==> src/logic/sync_ctl_defs.svh <==
`ifndef SYNC_CTL_DEFS_SVH
`define SYNC_CTL_DEFS_SVH

// register offsets
`define OFS_SYNC_SELECT_POLARITY      8'h0E
`define OFS_CLAMP_HOLD_POWER_CONTROL  8'h0F
`define OFS_SLICER_AND_CLAMP_REF      8'h10
`define OFS_SEPARATOR_THRESHOLD       8'h11

// reset values
`define RST_SYNC_SELECT_POLARITY      8'h40
`define RST_CLAMP_HOLD_POWER_CONTROL  8'h4E
`define RST_SLICER_AND_CLAMP_REF      8'h78
`define RST_SEPARATOR_THRESHOLD       8'h20

// sync_select_polarity fields
`define B_LINE_IN_POL                 6
`define B_OUT_POL                     5
`define B_LINE_OVERRIDE               4
`define B_LINE_SELECT                 3
`define B_FRAME_NO_INVERT             2
`define B_FRAME_OVERRIDE              1
`define B_FRAME_SELECT                0

// clamp_hold_power_control fields
`define B_CLAMP_EXTERNAL              7
`define B_CLAMP_POL                   6
`define B_HOLD_SOURCE                 5
`define B_HOLD_POL_OVERRIDE           4
`define B_HOLD_POL                    3
`define B_SEEK_PERMIT                 2
`define B_SLEEP_REQUEST               1

// slicer_and_clamp_reference fields
`define F_SLICER_HI                   7
`define F_SLICER_LO                   3
`define B_RED_MIDSCALE                2
`define B_BLUE_MIDSCALE               1

// timing
`define CORE_CLK_MHZ                  250
`define SEP_CLK_MHZ                   5
`define SEP_TICK_CYCLES               (`CORE_CLK_MHZ / `SEP_CLK_MHZ)

// serial port
`define SERIAL_DEV_ADDR               7'h4C

`endif

==> src/logic/sync_ctl_pkg.sv <==
package sync_ctl_pkg;

  typedef struct packed {
    logic line_pin;
    logic green;
    logic frame_pin;
    logic line_det;
    logic green_det;
    logic frame_det;
    logic clamp_pin;
    logic hold_pin;
    logic hold_pol_det;
  } sync_in_s;

  typedef struct packed {
    logic line_sync;
    logic green_sync;
    logic frame_sync;
    logic active_line;
    logic active_frame;
    logic clamp;
    logic hold;
    logic seek;
    logic sleep;
  } sync_out_s;

  typedef enum logic [3:0] {
    SER_IDLE  = 4'b0000,
    SER_ADDR  = 4'b0001,
    SER_ACK_A = 4'b0011,
    SER_PTR   = 4'b0010,
    SER_ACK_P = 4'b0110,
    SER_WR    = 4'b0111,
    SER_ACK_W = 4'b0101,
    SER_RD    = 4'b0100,
    SER_ACK_R = 4'b1100
  } ser_state_e;

endpackage

==> src/logic/sync_clamp_hold_control.sv <==
`timescale 1ns/1ps
`include "sync_ctl_defs.svh"
// Contract
// - output polarity bit sets line and green sync
// - line override clear means automatic line choice
// - line select picks pin or green sync
// - frame invert bit: 0 inverts, 1 passes
// - frame override clear means automatic frame choice
// - frame select picks pin or separator
// - clamp source internal timing or external pin
// - external clamp clamps all three channels
// - clamp polarity 1 clamps while pin low
// - hold source is hold pin or frame sync
// - hold polarity detected unless override set
// - active hold makes generator ignore line sync
// - seek permit allows low power without sync
// - sleep request bit 0 powers down
// - power-down floats line and frame sync, clock, data outputs
// - sync logic and serial port stay alive
// - five-bit slicer threshold, default fifteen
// - red clamp reference ground or midscale
// - blue clamp reference ground or midscale
// - separator counts threshold ticks before toggling
// - automatic line choice follows detected sources
// - automatic frame choice prefers detected pin
// - internal clamp placement then duration

module sync_clamp_hold_control (
  input  wire logic                  core_clk,
  input  wire logic                  nrst,
  input  wire logic                  scl,
  input  wire logic                  sda_in,
  output logic                       sda_out,
  output logic                       sda_oe,
  input  wire sync_ctl_pkg::sync_in_s sync_in,
  input  wire logic                  pixel_tick,
  input  wire logic [7:0]            clamp_placement,
  input  wire logic [7:0]            clamp_duration,
  output sync_ctl_pkg::sync_out_s    sync_out,
  output logic                       line_sync_output_oe,
  output logic                       frame_sync_output_oe,
  output logic                       sample_clock_output_oe,
  output logic                       pixel_data_oe,
  output logic [4:0]                 slicer_threshold,
  output logic                       red_midscale,
  output logic                       blue_midscale
);

  ////////////////////////////////////////////////////////////////////////////
  // register file

  logic [7:0] cfg_q [4];

  function automatic logic [1:0] reg_index(input logic [7:0] ofs);
    return 2'(ofs - `OFS_SYNC_SELECT_POLARITY);
  endfunction

  function automatic logic reg_hit(input logic [7:0] ofs);
    return (ofs >= `OFS_SYNC_SELECT_POLARITY) && (ofs <= `OFS_SEPARATOR_THRESHOLD);
  endfunction

  wire [7:0] sel_pol = cfg_q[0];
  wire [7:0] chp_ctl = cfg_q[1];
  wire [7:0] slc_ref = cfg_q[2];
  wire [7:0] sep_thr = cfg_q[3];

  ////////////////////////////////////////////////////////////////////////////
  // two-wire serial port, alive in power-down

  sync_ctl_pkg::ser_state_e state_q;
  logic       scl_q;
  logic       sda_q;
  logic [3:0] bits_q;
  logic [7:0] shift_q;
  logic [7:0] ptr_q;
  logic       rw_q;
  logic       nack_q;
  logic       drive_q;

  wire scl_rise  = scl && !scl_q;
  wire scl_fall  = !scl && scl_q;
  wire bus_start = scl && scl_q && sda_q && !sda_in;
  wire bus_stop  = scl && scl_q && !sda_q && sda_in;
  wire byte_done = (bits_q == 4'd8);
  wire addr_ok   = (shift_q[7:1] == `SERIAL_DEV_ADDR);
  wire wr_hit    = reg_hit(ptr_q);
  wire [1:0] wr_idx = reg_index(ptr_q);
  wire [7:0] rd_data = wr_hit ? cfg_q[wr_idx] : 8'h00;
  wire [7:0] ptr_next = ptr_q + 8'h01;
  wire [7:0] rd_next = reg_hit(ptr_next) ? cfg_q[reg_index(ptr_next)] : 8'h00;
  wire do_write  = (state_q == sync_ctl_pkg::SER_WR) && scl_fall && byte_done;
  // ack bit is not a data bit: restart the count after it
  wire ack_phase = state_q inside {sync_ctl_pkg::SER_ACK_A, sync_ctl_pkg::SER_ACK_P,
                                   sync_ctl_pkg::SER_ACK_W, sync_ctl_pkg::SER_ACK_R};

  always_ff @(posedge core_clk) begin
    if (!nrst) begin
      scl_q <= 1'b1;
      sda_q <= 1'b1;
    end else begin
      scl_q <= scl;
      sda_q <= sda_in;
    end
  end

  // bit counter and shift register
  always_ff @(posedge core_clk) begin
    if (!nrst || bus_start) begin
      bits_q  <= '0;
      shift_q <= '0;
    end else if (scl_rise && state_q != sync_ctl_pkg::SER_RD) begin
      bits_q  <= byte_done ? 4'd1 : bits_q + 4'd1;
      shift_q <= {shift_q[6:0], sda_in};
    end else if (scl_rise) begin
      bits_q <= byte_done ? 4'd1 : bits_q + 4'd1;
    end else if (scl_fall && state_q == sync_ctl_pkg::SER_ACK_A && rw_q) begin
      bits_q  <= '0;
      shift_q <= rd_data;
    end else if (scl_fall && state_q == sync_ctl_pkg::SER_ACK_R && !nack_q) begin
      bits_q  <= '0;
      shift_q <= rd_next;
    end else if (scl_fall && state_q == sync_ctl_pkg::SER_RD && !byte_done) begin
      shift_q <= {shift_q[6:0], 1'b0};
    end else if (scl_fall && (byte_done || ack_phase)) begin
      bits_q <= '0;
    end
  end

  // protocol state machine
  always_ff @(posedge core_clk) begin
    if (!nrst) begin
      state_q <= sync_ctl_pkg::SER_IDLE;
      drive_q <= 1'b0;
      rw_q    <= 1'b0;
      ptr_q   <= '0;
      nack_q  <= 1'b0;
    end else if (bus_start) begin
      state_q <= sync_ctl_pkg::SER_ADDR;
      drive_q <= 1'b0;
    end else if (bus_stop) begin
      state_q <= sync_ctl_pkg::SER_IDLE;
      drive_q <= 1'b0;
    end else if (scl_rise && state_q == sync_ctl_pkg::SER_ACK_R) begin
      nack_q <= sda_in;
    end else if (scl_fall) begin
      unique case (state_q)
        sync_ctl_pkg::SER_IDLE: begin
          drive_q <= 1'b0;
        end
        sync_ctl_pkg::SER_ADDR: begin
          if (byte_done) begin
            state_q <= addr_ok ? sync_ctl_pkg::SER_ACK_A : sync_ctl_pkg::SER_IDLE;
            drive_q <= addr_ok;
            rw_q    <= shift_q[0];
          end
        end
        sync_ctl_pkg::SER_ACK_A: begin
          state_q <= rw_q ? sync_ctl_pkg::SER_RD : sync_ctl_pkg::SER_PTR;
          drive_q <= rw_q && !rd_data[7];
        end
        sync_ctl_pkg::SER_PTR: begin
          if (byte_done) begin
            ptr_q   <= shift_q;
            state_q <= sync_ctl_pkg::SER_ACK_P;
            drive_q <= 1'b1;
          end
        end
        sync_ctl_pkg::SER_ACK_P: begin
          state_q <= sync_ctl_pkg::SER_WR;
          drive_q <= 1'b0;
        end
        sync_ctl_pkg::SER_WR: begin
          if (byte_done) begin
            state_q <= sync_ctl_pkg::SER_ACK_W;
            drive_q <= 1'b1;
          end
        end
        sync_ctl_pkg::SER_ACK_W: begin
          ptr_q   <= ptr_next;
          state_q <= sync_ctl_pkg::SER_WR;
          drive_q <= 1'b0;
        end
        sync_ctl_pkg::SER_RD: begin
          if (byte_done) begin
            state_q <= sync_ctl_pkg::SER_ACK_R;
            drive_q <= 1'b0;
          end else begin
            drive_q <= !shift_q[6];
          end
        end
        sync_ctl_pkg::SER_ACK_R: begin
          if (nack_q) begin
            state_q <= sync_ctl_pkg::SER_IDLE;
            drive_q <= 1'b0;
          end else begin
            ptr_q   <= ptr_next;
            state_q <= sync_ctl_pkg::SER_RD;
            drive_q <= !rd_next[7];
          end
        end
        default: begin
          state_q <= sync_ctl_pkg::SER_IDLE;
          drive_q <= 1'b0;
        end
      endcase
    end
  end

  // open drain: only ever pulls low
  assign sda_out = 1'b0;
  assign sda_oe  = drive_q;

  // defaults on reset, then serial writes
  always_ff @(posedge core_clk) begin
    if (!nrst) begin
      cfg_q[0] <= `RST_SYNC_SELECT_POLARITY;
      cfg_q[1] <= `RST_CLAMP_HOLD_POWER_CONTROL;
      cfg_q[2] <= `RST_SLICER_AND_CLAMP_REF;
      cfg_q[3] <= `RST_SEPARATOR_THRESHOLD;
    end else if (do_write && wr_hit) begin
      cfg_q[wr_idx] <= shift_q;
    end
  end

  ////////////////////////////////////////////////////////////////////////////
  // line sync selection

  wire line_ovr = sel_pol[`B_LINE_OVERRIDE];
  wire line_sel = sel_pol[`B_LINE_SELECT];
  wire only_grn = sync_in.green_det && !sync_in.line_det;
  wire only_pin = sync_in.line_det && !sync_in.green_det;
  wire auto_line = only_grn ? 1'b1 : (only_pin ? 1'b0 : line_sel);
  wire act_line  = line_ovr ? line_sel : auto_line;
  wire line_raw  = act_line ? sync_in.green : sync_in.line_pin;
  wire line_norm = line_raw ^ !sel_pol[`B_LINE_IN_POL];
  wire out_pol   = sel_pol[`B_OUT_POL];

  ////////////////////////////////////////////////////////////////////////////
  // frame sync selection and separator

  wire sep_frame;

  sync_separator u_sep (
    .core_clk  (core_clk),
    .nrst      (nrst),
    .sync_in   (line_norm),
    .threshold (sep_thr),
    .frame_out (sep_frame)
  );

  wire frame_ovr = sel_pol[`B_FRAME_OVERRIDE];
  wire act_frame = frame_ovr ? sel_pol[`B_FRAME_SELECT] : !sync_in.frame_det;
  wire frame_raw = act_frame ? sep_frame : sync_in.frame_pin;

  ////////////////////////////////////////////////////////////////////////////
  // clamp

  wire int_clamp;

  clamp_timer u_clamp (
    .core_clk   (core_clk),
    .nrst       (nrst),
    .line_sync  (line_norm),
    .pixel_tick (pixel_tick),
    .placement  (clamp_placement),
    .duration   (clamp_duration),
    .clamp      (int_clamp)
  );

  wire ext_clamp = chp_ctl[`B_CLAMP_POL] ? !sync_in.clamp_pin : sync_in.clamp_pin;
  wire clamp_now = chp_ctl[`B_CLAMP_EXTERNAL] ? ext_clamp : int_clamp;

  ////////////////////////////////////////////////////////////////////////////
  // pll hold, seek, power-down

  wire hold_src = chp_ctl[`B_HOLD_SOURCE] ? frame_raw : sync_in.hold_pin;
  wire hold_pol = chp_ctl[`B_HOLD_POL_OVERRIDE] ? chp_ctl[`B_HOLD_POL]
                                                : sync_in.hold_pol_det;
  wire hold_now = hold_pol ? hold_src : !hold_src;
  wire no_sync  = !(sync_in.line_det || sync_in.green_det || sync_in.frame_det);
  wire seek_now = chp_ctl[`B_SEEK_PERMIT] && no_sync;
  wire sleep    = !chp_ctl[`B_SLEEP_REQUEST];

  ////////////////////////////////////////////////////////////////////////////
  // registered outputs

  always_ff @(posedge core_clk) begin
    if (!nrst) begin
      sync_out <= '0;
    end else begin
      sync_out.line_sync    <= line_norm ^ out_pol;
      sync_out.green_sync   <= sync_in.green ^ out_pol;
      sync_out.frame_sync   <= frame_raw ^ !sel_pol[`B_FRAME_NO_INVERT];
      sync_out.active_line  <= act_line;
      sync_out.active_frame <= act_frame;
      sync_out.clamp        <= clamp_now;
      sync_out.hold         <= hold_now;
      sync_out.seek         <= seek_now;
      sync_out.sleep        <= sleep;
    end
  end

  // green sync output never floats
  assign line_sync_output_oe    = !sleep;
  assign frame_sync_output_oe   = !sleep;
  assign sample_clock_output_oe = !sleep;
  assign pixel_data_oe          = !sleep;

  assign slicer_threshold = slc_ref[`F_SLICER_HI:`F_SLICER_LO];
  assign red_midscale     = slc_ref[`B_RED_MIDSCALE];
  assign blue_midscale    = slc_ref[`B_BLUE_MIDSCALE];

endmodule

==> src/logic/sync_separator.sv <==
`timescale 1ns/1ps
`include "sync_ctl_defs.svh"

module sync_separator (
  input  wire logic       core_clk,
  input  wire logic       nrst,
  input  wire logic       sync_in,
  input  wire logic [7:0] threshold,
  output logic            frame_out
);

  localparam int TICK_N = `SEP_TICK_CYCLES;

  logic [5:0] div_q;
  logic [7:0] cnt_q;
  logic       out_q;
  wire        tick   = (div_q == 6'(TICK_N - 1));
  wire        differ = (sync_in != out_q);
  wire        reach  = tick && differ && (cnt_q + 8'h01 >= threshold);

  // about 5 MHz count tick from the core clock
  always_ff @(posedge core_clk) begin
    if (!nrst) begin
      div_q <= '0;
    end else begin
      div_q <= tick ? 6'h00 : div_q + 6'h01;
    end
  end

  // level must persist threshold ticks before output follows
  always_ff @(posedge core_clk) begin
    if (!nrst) begin
      cnt_q <= '0;
      out_q <= 1'b0;
    end else if (!differ) begin
      cnt_q <= '0;
    end else if (reach) begin
      cnt_q <= '0;
      out_q <= ~out_q;
    end else if (tick && cnt_q != 8'hFF) begin
      cnt_q <= cnt_q + 8'h01;
    end
  end

  assign frame_out = out_q;

endmodule

==> src/logic/clamp_timer.sv <==
`timescale 1ns/1ps

module clamp_timer (
  input  wire logic       core_clk,
  input  wire logic       nrst,
  input  wire logic       line_sync,
  input  wire logic       pixel_tick,
  input  wire logic [7:0] placement,
  input  wire logic [7:0] duration,
  output logic            clamp
);

  logic       sync_q;
  logic       wait_q;
  logic       on_q;
  logic [7:0] cnt_q;
  wire        trail = sync_q && !line_sync;

  // placement then duration, both in pixel periods
  always_ff @(posedge core_clk) begin
    if (!nrst) begin
      sync_q <= 1'b0;
      wait_q <= 1'b0;
      on_q   <= 1'b0;
      cnt_q  <= '0;
    end else begin
      sync_q <= line_sync;
      if (trail) begin
        wait_q <= 1'b1;
        on_q   <= 1'b0;
        cnt_q  <= placement;
      end else if (pixel_tick && (wait_q || on_q)) begin
        if (cnt_q > 8'h01) begin
          cnt_q <= cnt_q - 8'h01;
        end else if (wait_q) begin
          wait_q <= 1'b0;
          on_q   <= 1'b1;
          cnt_q  <= duration;
        end else begin
          on_q <= 1'b0;
        end
      end
    end
  end

  assign clamp = on_q;

endmodule

==> config.mk <==
export PLATFORM = sky130hd
export DESIGN_NAME = sync_clamp_hold_control
export DESIGN_NICKNAME = d
export VERILOG_FILES = /design/src/logic/sync_ctl_pkg.sv /design/src/logic/sync_clamp_hold_control.sv /design/src/logic/sync_separator.sv /design/src/logic/clamp_timer.sv
export VERILOG_INCLUDE_DIRS = /design/src /design/src/logic
export SDC_FILE = /design/constraint.sdc
export NUM_CORES = 1
export LEC_CHECK = 0
export BUFFER_PORTS_ARGS = -buffer_cell sky130_fd_sc_hd__clkbuf_2
export CORE_ASPECT_RATIO = 1.4
export CORE_MARGIN = 10
export CORE_UTILIZATION = 45
export CTS_CLUSTER_DIAMETER = 50
export CTS_CLUSTER_SIZE = 12
export DETAILED_ROUTE_END_ITERATION = 7
export PLACE_DENSITY_LB_ADDON = 0.25
export SYNTH_ARGS = -nofsm -noshare
export SYNTH_HDL_FRONTEND = slang
export SYNTH_SLANG_ARGS = --single-unit
==> constraint.sdc <==
create_clock -name core_clk -period 7.65 [get_ports core_clk]
set_input_delay 0.765 -clock core_clk [delete_from_list [all_inputs] [get_ports core_clk]]
set_output_delay 0.765 -clock core_clk [all_outputs]
set_load 0.01 [all_outputs]
==> Implementation_results.wiki, run 1 <==
{| class="wikitable"
! Metric !! Value
|-
| Synth Net Count || 700
|-
| Congestion Overflow GR || 0
|-
| Worst IR drop on VDD || 0.142 mV
|-
| Hold_ws || around 0.47 ns
|-
| CTS tree || yes
|-
| Drt drc || 0
|-
| Highest Clock Rate || around 280 MHz
|-
| Routed via count divided by cell count || 5.91
|-
| Vias in the first global route || 4968
|-
| Most common cell after layout, fill and taps aside || dfxtp_1
|-
| Required time of the critical path || 7.90 ns
|-
| Total chip power || 1.22 mW
|-
| Commonest register cell after synthesis || dfxtp_1
|-
| Slack of the worst reg-to-reg path || 4.10 ns
|-
| Highest-delay cell along the critical path || dfxtp_1
|-
| Number of cells traversed by the worst register-to-register path || 8
|-
| Number of antenna violations at the first check in global routing || 0
|-
| Synthesis-stage register bit count || 96
|-
| Design Area, Final || 6540 um^2
|-
| CORE AREA || between 10000 and 15000 um^2
|-
| Via count || 5051
|-
| Number of synthesized flops with an enable pin || 32
|-
| CP peak stage delay || 0.98 ns
|-
| Share of post-route cells with drive strength above 1 || 16.0%
|-
| Max Slew Vio Count || 0
|-
| Max clock buf depth || 2
|-
| Initial core utilization || 46.1%
|-
| Capture endpoint of the worst hold path || u_sep.div_q[0]
|-
| Placed cell count || approximately 840
|-
| RSZ-0062 raised after global routing || no
|-
| Final setup skew || ~0.0033 ns
|-
| Area share of the largest cell type after synthesis || 21.5%
|-
| Number of instances in the synthesized netlist || 651
|-
| Largest fanout on the critical path || 22
|-
| Relative slew margins || 33.1%
|-
| Post-synth ARST share || 0%
|-
| Area growth from synthesis to layout || 9.70%
|-
| Netlist cell types || 75
|-
| PD cells || 186 nW/um^2
|-
| Pin count of the biggest net entering global routing || 27
|-
| Netlist Area Pre-Place || 5960 um^2
|-
| Estimated wirelength of the detail-placed design || 11800 um
|-
| Clock edge transition at the registers on the reported setup and hold paths || 0.07 ns
|-
| Weighted congestion at the end of routability-driven global placement || approximately 0.94
|-
| Post-route insts no fill || 855
|-
| Final critical path time including I/O delays and setup || 3.55 ns
|-
| Overall die area || ~18000 um^2
|-
| Classification of the worst-slack hold path || flop to flop
|-
| Post-DRT Antenna Nets || 0
|-
| Post-CTS setup buffers || 0
|-
| Run status || finished clean
|-
| Wire length reported by the detailed router || approximately 16000 um
|-
| Mean instance size in the synthesized netlist || 9.16 um^2
|-
| Final routed wire length divided by cell count || 18.3 um
|-
| Detailed Routing Iterations Pass 1 || 5
|-
| TritonCTS Sinks || 96
|-
| Static Leak || between 2 and 2.5 nW
|-
| Final core utilization || 50.5%
|-
| Net total in the final layout || 721
|-
| Number of CTS-inserted buffers || 9
|-
| Count of H-tree levels built during CTS || 3
|-
| Sequential-to-total area share from yosys stat || 37.6%
|-
| Slew at the pin closest to its max-slew limit || roughly 1 ns
|-
| Share of the cycle needed by the critical path after routing || 46.4%
|-
| Number of input and output port buffers inserted || 50
|-
| Crit path cell chain || inv_1 -> ha_1 -> o21ai_0 -> o32ai_1 -> nor3_1 -> a22oi_4 -> a31oi_1 -> a2111oi_2
|-
| Hold path start || u_sep.div_q[0]
|-
| Number of instances on the worst hold path || 1
|-
| Yosys top cell by area || dfxtp_1
|-
| Die H || 156 um
|-
| Number of violations of the max-capacitance limit || 0
|-
| Sum of negative setup slack || 0 ns
|-
| Filler instances || 1217
|-
| Startpoint of the worst-slack reg-to-reg timing path || ptr_q[0]
|-
| Worst Setup Start Kind || flop
|-
| Placed Area || 6220 um^2
|-
| Commonest non-fill, non-tap cells in the layout || dfxtp_1, nor2_1, clkbuf_2
|-
| Worst path setup slack after routing || roughly 4.1 ns
|-
| Worst setup timing slack at the placement stage || 3.92 ns
|-
| Insertion delay of the later-clocked pin in the worst-skew pair || roughly 0.35 ns
|-
| Number of placed I/O pins || 52
|-
| Final setup violation count || 0
|-
| Standard-cell row count || 49
|-
| Total number of yosys warnings || 0
|-
| Setup crit end kind || flop
|-
| Ant diodes || 0
|-
| Crit Reg-Reg Endpoint || shift_q[1]
|-
| Total routing usage reported by global routing || between 10% and 20%
|-
| Final hold violation count || 0
|-
| Largest cells by area after synthesis || dfxtp_1, edfxtp_1, mux4_2, ha_1, nor2_1
|-
| Global-route wire length before repair || 25500 um
|-
| Critical path class || flop to flop
|-
| Initial detailed-routing violation count || roughly 340
|-
| Die width || 117 um
|-
| CP Data Arrival Time || 3.80 ns
|-
| Clk root buf || clkbuf_16
|-
| Cts-stage hold buffer count || 0
|-
| Post-CTS sizing || 0
|}
[worst max-delay path: cells and delay by family, from the launching register on]
kind	cells	cell delay [ns]
DFF	1	0.98
adders and majority gates	1	0.67
buffers and inverters	1	0.36
and+or+nand+nor	1	0.13
AOI/OAI and AO/OA	5	1.31
[report_power, final]
group | internal, mW | switching (mW) | total, mW
Clock | 0.286 | 0.200 | 0.487
Combinational | 0.0633 | 0.0847 | 0.148
Sequential | 0.549 | 0.0319 | 0.581
[registers in the layout (all words and copies together), names as in the netlist, 4 cells and up]
name,count
cfg_q,32
sync_out,9
ptr_q,8
shift_q,8
u_clamp.cnt_q,8
u_sep.cnt_q,8
u_sep.div_q,6
bits_q,4
state_q,4
[area by class of cell]
class	count	area, um^2	share of cell area (%)
repair buffers	53	273	4.17
flip-flops and latches	96	2240	34.3
well taps	178	223	3.41
clock buffers	9	225	3.44
inverters	24	90.1	1.38
clock inverters	7	93.8	1.44
multi-input cells	488	3390	51.9
[synth_stat cells (all sizes together), types with 3 or more instances]
cell type / n
o21a: 3
nor3: 24
nor3b: 4
dfxtp: 64
nor2b: 10
edfxtp: 32
nor4: 12
o21ai: 38
a21oi: 35
ha: 19
xnor2: 13
buf: 28
nand2b: 29
a31oi: 17
and3: 12
nor2: 60
mux2i: 11
nand4b: 3
nand4: 11
inv: 23
clkbuf: 15
xor2: 13
nand2: 43
o211ai: 6
o31ai: 3
nand3: 23
a221oi: 3
mux4: 16
and2: 22
a211oi: 5
o32ai: 3
or2: 4
nand3b: 6
[how the worst max path moves through the flow]
stage	to	cells past startpoint	start
after floorplan	cfg_q[3][0]	8	ptr_q[1]
after global placement	cfg_q[2][6]	5	nrst
after detailed placement	cfg_q[2][5]	5	nrst
after CTS	shift_q[1]	8	ptr_q[0]
after global routing	shift_q[1]	8	ptr_q[0]
final	shift_q[1]	8	ptr_q[0]
[per-layer routing]
metal | GRT usage, % | routed length [um]
met1 | 19.1 | 5870
met2 | 31.5 | 8420
met3 | 3.70 | 738
met4 | 8.62 | 620
met5 | 0 | 0
[cell families after synthesis]
group           after synthesis  share of synthesized area, %
mux                          29                          8.27
buf+inv                      67                          5.48
compound gates              138                          15.3
xor+xnor                     27                          4.22
simple gates                274                          25.1
flops                        96                          37.6
fa+ha+maj                    19                          3.99
other cells                   1                        0.0629
No activity file was read; power rests on OpenSTA's default activity.
==> run 2, diff against run 1 <==
--- a/config.mk
+++ b/config.mk
@@ -6,6 +6,7 @@
 export SDC_FILE = /design/constraint.sdc
 export NUM_CORES = 1
 export LEC_CHECK = 0
+export ABC_AREA = 1
 export BUFFER_PORTS_ARGS = -buffer_cell sky130_fd_sc_hd__clkbuf_2
 export CORE_ASPECT_RATIO = 1.4
 export CORE_MARGIN = 10
==> constraint.sdc (replaced) <==
create_clock -name core_clk -period 3.5 [get_ports core_clk]
set_input_delay 0.35 -clock core_clk [delete_from_list [all_inputs] [get_ports core_clk]]
set_output_delay 0.35 -clock core_clk [all_outputs]
set_load 0.01 [all_outputs]
==> run 2 against run 1 <==
Synthesized cell count is 27% higher. Clock skew is 0.0095 ns higher. Area after synthesis is 1.8% lower. Critical path type unchanged. Non-clock buffer count is 1 higher. Register-to-register slack worse by 3.2 ns. Routed wire length is 0.48% lower. Hold slack worse by 0.30 ns. Core utilization is 0.083 points lower. Die area is 1.6% lower. Critical path depth is 2 higher. Global-route usage is 0.40 points lower. Total power is 120% higher.
==> Implementation_results.wiki, run 2 <==
{| class="wikitable"
! Metric !! Value
|-
| Yosys top cell by area || dfxtp_1
|-
| Standard-cell row count || roughly 50
|-
| Net total in the final layout || 908
|-
| CP Data Arrival Time || 2.62 ns
|-
| Count of H-tree levels built during CTS || 3
|-
| Switching power as a share of total power || between 20% and 30%
|-
| CTS tree || yes
|-
| Number of CTS-inserted buffers || 9
|-
| Startpoint of the worst-slack reg-to-reg timing path || ptr_q[0]
|-
| Drt drc || 0
|-
| Congestion Overflow GR || 0
|-
| Number of instances in the synthesized netlist || 826
|-
| Mean instance size in the synthesized netlist || 7.08 um^2
|-
| Category of cells accounting for the largest share of critical-path delay || simple AND/OR/NAND/NOR gates
|-
| TritonCTS Sinks || 96
|-
| Required time of the critical path || 3.54 ns
|-
| Most numerous cell types in the synthesized netlist || nand2_1, nor2_1, inv_1
|-
| Initial core utilization || 45.7%
|-
| Clock network fraction of total power || 41.5%
|-
| Setup crit end kind || flop
|-
| Detailed Routing Iterations Pass 1 || 5
|-
| Number of violations of the max-capacitance limit || 0
|-
| Worst IR drop on VDD || roughly 0.27 mV
|-
| Critical path class || flop to flop
|-
| Total routing usage reported by global routing || between 15 and 20%
|-
| Number of cells traversed by the worst register-to-register path || 10
|-
| Slew at the pin closest to its max-slew limit || 0.694 ns
|-
| Final critical path time including I/O delays and setup || 2.57 ns
|-
| Largest fanout on the critical path || 18
|-
| Switching power total || 0.738 mW
|-
| Number of instances on the worst hold path || 2
|-
| Classification of the worst-slack hold path || input pin to flop
|-
| Die H || ~150 um
|-
| Worst Path Buf+Inv || 2
|-
| Total number of cells along the worst setup path || 10
|-
| Most common cell after layout, fill and taps aside || nand2_1
|-
| Sum of negative setup slack || 0 ns
|-
| Overall die area || 18000 um^2
|-
| Filler instances || 1295
|-
| Crit Reg-Reg Endpoint || cfg_q[0][5]
|-
| Insertion delay of the later-clocked pin in the worst-skew pair || 0.36 ns
|-
| Clock edge transition at the registers on the reported setup and hold paths || 0.07 ns
|-
| Number of flip-flops in the largest register || 32
|-
| Wire length reported by the detailed router || 15600 um
|-
| Number of input and output port buffers inserted || 50
|-
| Placed cell count || 1001
|-
| Crit path cell chain || inv_1 -> ha_1 -> o21ai_0 -> nand2_1 -> nand3_1 -> nor3_4 -> nand2_4 -> nor2_4 -> inv_2 -> nand2_1
|-
| Initial detailed-routing violation count || 373
|-
| Synthesis-stage register bit count || 96
|-
| Via count || 5322
|-
| Storage cell area || 2240 um^2
|-
| Commonest non-fill, non-tap cells in the layout || nand2_1, nor2_1, inv_1
|-
| Clk root buf || clkbuf_16
|-
| Highest Clock Rate || 389 MHz
|-
| Final setup skew || 0.0128 ns
|-
| Number of antenna violations at the first check in global routing || 0
|-
| Die width || 116 um
|-
| Share of the cycle needed by the critical path after routing || 73.5%
|-
| Area growth from synthesis to layout || 10.5%
|-
| Total number of yosys warnings || 0
|-
| Area share of the largest cell type after synthesis || between 20% and 30%
|-
| Share of post-route cells with drive strength above 1 || 11.9%
|-
| Max clock buf depth || 2
|-
| Weighted congestion at the end of routability-driven global placement || around 0.99
|-
| Estimated wirelength of the detail-placed design || 11700 um
|-
| CP peak stage delay || 0.68 ns
|-
| Post-route insts no fill || about 1000
|-
| Sequential-to-total area share from yosys stat || approximately two fifths
|-
| Share of power burned in registers || 45.2%
|-
| Global-route wire length before repair || 24800 um
|-
| Netlist cell types || 43
|-
| Most common cell in the netlist || nand2_1
|-
| Static Leak || ~2.8 nW
|-
| Pin count of the biggest net entering global routing || 30
|-
| Number of placed I/O pins || 52
|-
| Synth Net Count || 875
|-
| Register with the most flip-flops || cfg_q
|-
| Post-CTS setup buffers || 0
|-
| Post-synth ARST share || 0%
|-
| CORE AREA || 12800 um^2
|-
| Area of combinational cells with multiple inputs || 3060 um^2
|-
| Commonest register cell after synthesis || dfxtp_1
|-
| RSZ-0062 raised after global routing || no
|-
| Capture endpoint of the worst hold path || sync_out[1]
|-
| Final routed wire length divided by cell count || 15.3 um
|-
| Internal Power || 1.97 mW
|-
| Cts-stage hold buffer count || 0
|-
| Relative slew margins || 53.6%
|-
| Ant diodes || 0
|-
| Largest cells by area after synthesis || dfxtp_1, edfxtp_1, nand2_1, nor2_1, a21oi_1
|-
| Top cell by count, worst path || nand2_1
|-
| Max Slew Vio Count || 0
|-
| Netlist Area Pre-Place || 5850 um^2
|-
| Leading registers by flop count || cfg_q (32), sync_out (9)
|-
| PD cells || 419 nW/um^2
|-
| Run status || finished clean
|-
| Combinational share of power || 13.3%
|-
| Post-DRT Antenna Nets || 0
|-
| Vias in the first global route || ~5000
|-
| Slack of the worst reg-to-reg path || 0.93 ns
|-
| Final hold violation count || 0
|-
| Hold path start || sync_in[5]
|-
| Post-CTS sizing || 0
|-
| Hold_ws || between 0.15 and 0.2 ns
|-
| Number of synthesized flops with an enable pin || 32
|-
| Routed via count divided by cell count || 5.23
|-
| Highest-delay cell along the critical path || dfxtp_1
|-
| Worst Setup Start Kind || flop
|-
| Final setup violation count || 0
|}
==> run 2: cell families after synthesis <==
family | after synthesis | share of synthesized area [%]
AO/OA/AOI/OAI | 153 | 13.8
XOR/XNOR | 19 | 2.84
adder cells (fa/ha/maj) | 19 | 4.06
buffers and inverters | 126 | 9.35
flip-flops | 96 | 38.3
other | 1 | 0.0641
AND/OR/NAND/NOR | 412 | 31.5
==> run 2: worst max-delay path by stage <==
stage          slack [ns]           start        endpoint
6_report             0.93        ptr_q[0]     cfg_q[0][5]
5_1_grt              0.57  u_sep.cnt_q[0]  u_sep.cnt_q[5]
4_1_cts              0.91  u_sep.cnt_q[0]  u_sep.cnt_q[7]
3_5_place_dp         0.93  u_sep.cnt_q[0]  u_sep.cnt_q[7]
3_3_place_gp         0.97  u_sep.cnt_q[0]  u_sep.cnt_q[7]
2_1_floorplan        0.73        ptr_q[0]     cfg_q[2][0]
==> run 2: area by class of cell <==
class	count	share of cell area, %
flip-flops and latches	96	34.7
clock buffers	9	3.48
inverters	94	5.46
well taps	153	2.96
multi-input cells	604	47.3
repair buffers	54	4.33
clock inverters	7	1.74
==> run 2: layer usage <==
layer	vias up	track usage (%)	share of wire (%)
met1	2391	19.5	40
met3	28	3.00	5.4
met4	0	6.46	2.5
li1	2764	-	-
met2	139	31.1	52
met5	-	0	0
==> run 2: power groups by stage <==
stage	sequential, mW	clock [mW]	combinational, mW
2_1_floorplan	1.24	0	0.275
3_3_place_gp	1.25	0	0.362
3_5_place_dp	1.25	0	0.361
4_1_cts	1.22	1.14	0.364
5_1_grt	1.23	1.17	0.410
6_report	1.22	1.12	0.361
==> run 2: per-stage QoR <==
| step | area (um^2) | util (%) | total power, mW | setup WS [ns] |
|---|---|---|---|---|
| 5_1_grt | 6470 | 50.5 | 2.81 | 0.571 |
| 4_1_cts | 6470 | 50.5 | 2.72 | 0.913 |
| 2_1_floorplan | 5850 | - | 1.51 | 0.729 |
| 3_3_place_gp | 6130 | 47.8 | 1.61 | 0.967 |
| 6_report | 6470 | 50.5 | 2.71 | 0.928 |
| 3_5_place_dp | 6130 | 47.8 | 1.61 | 0.929 |
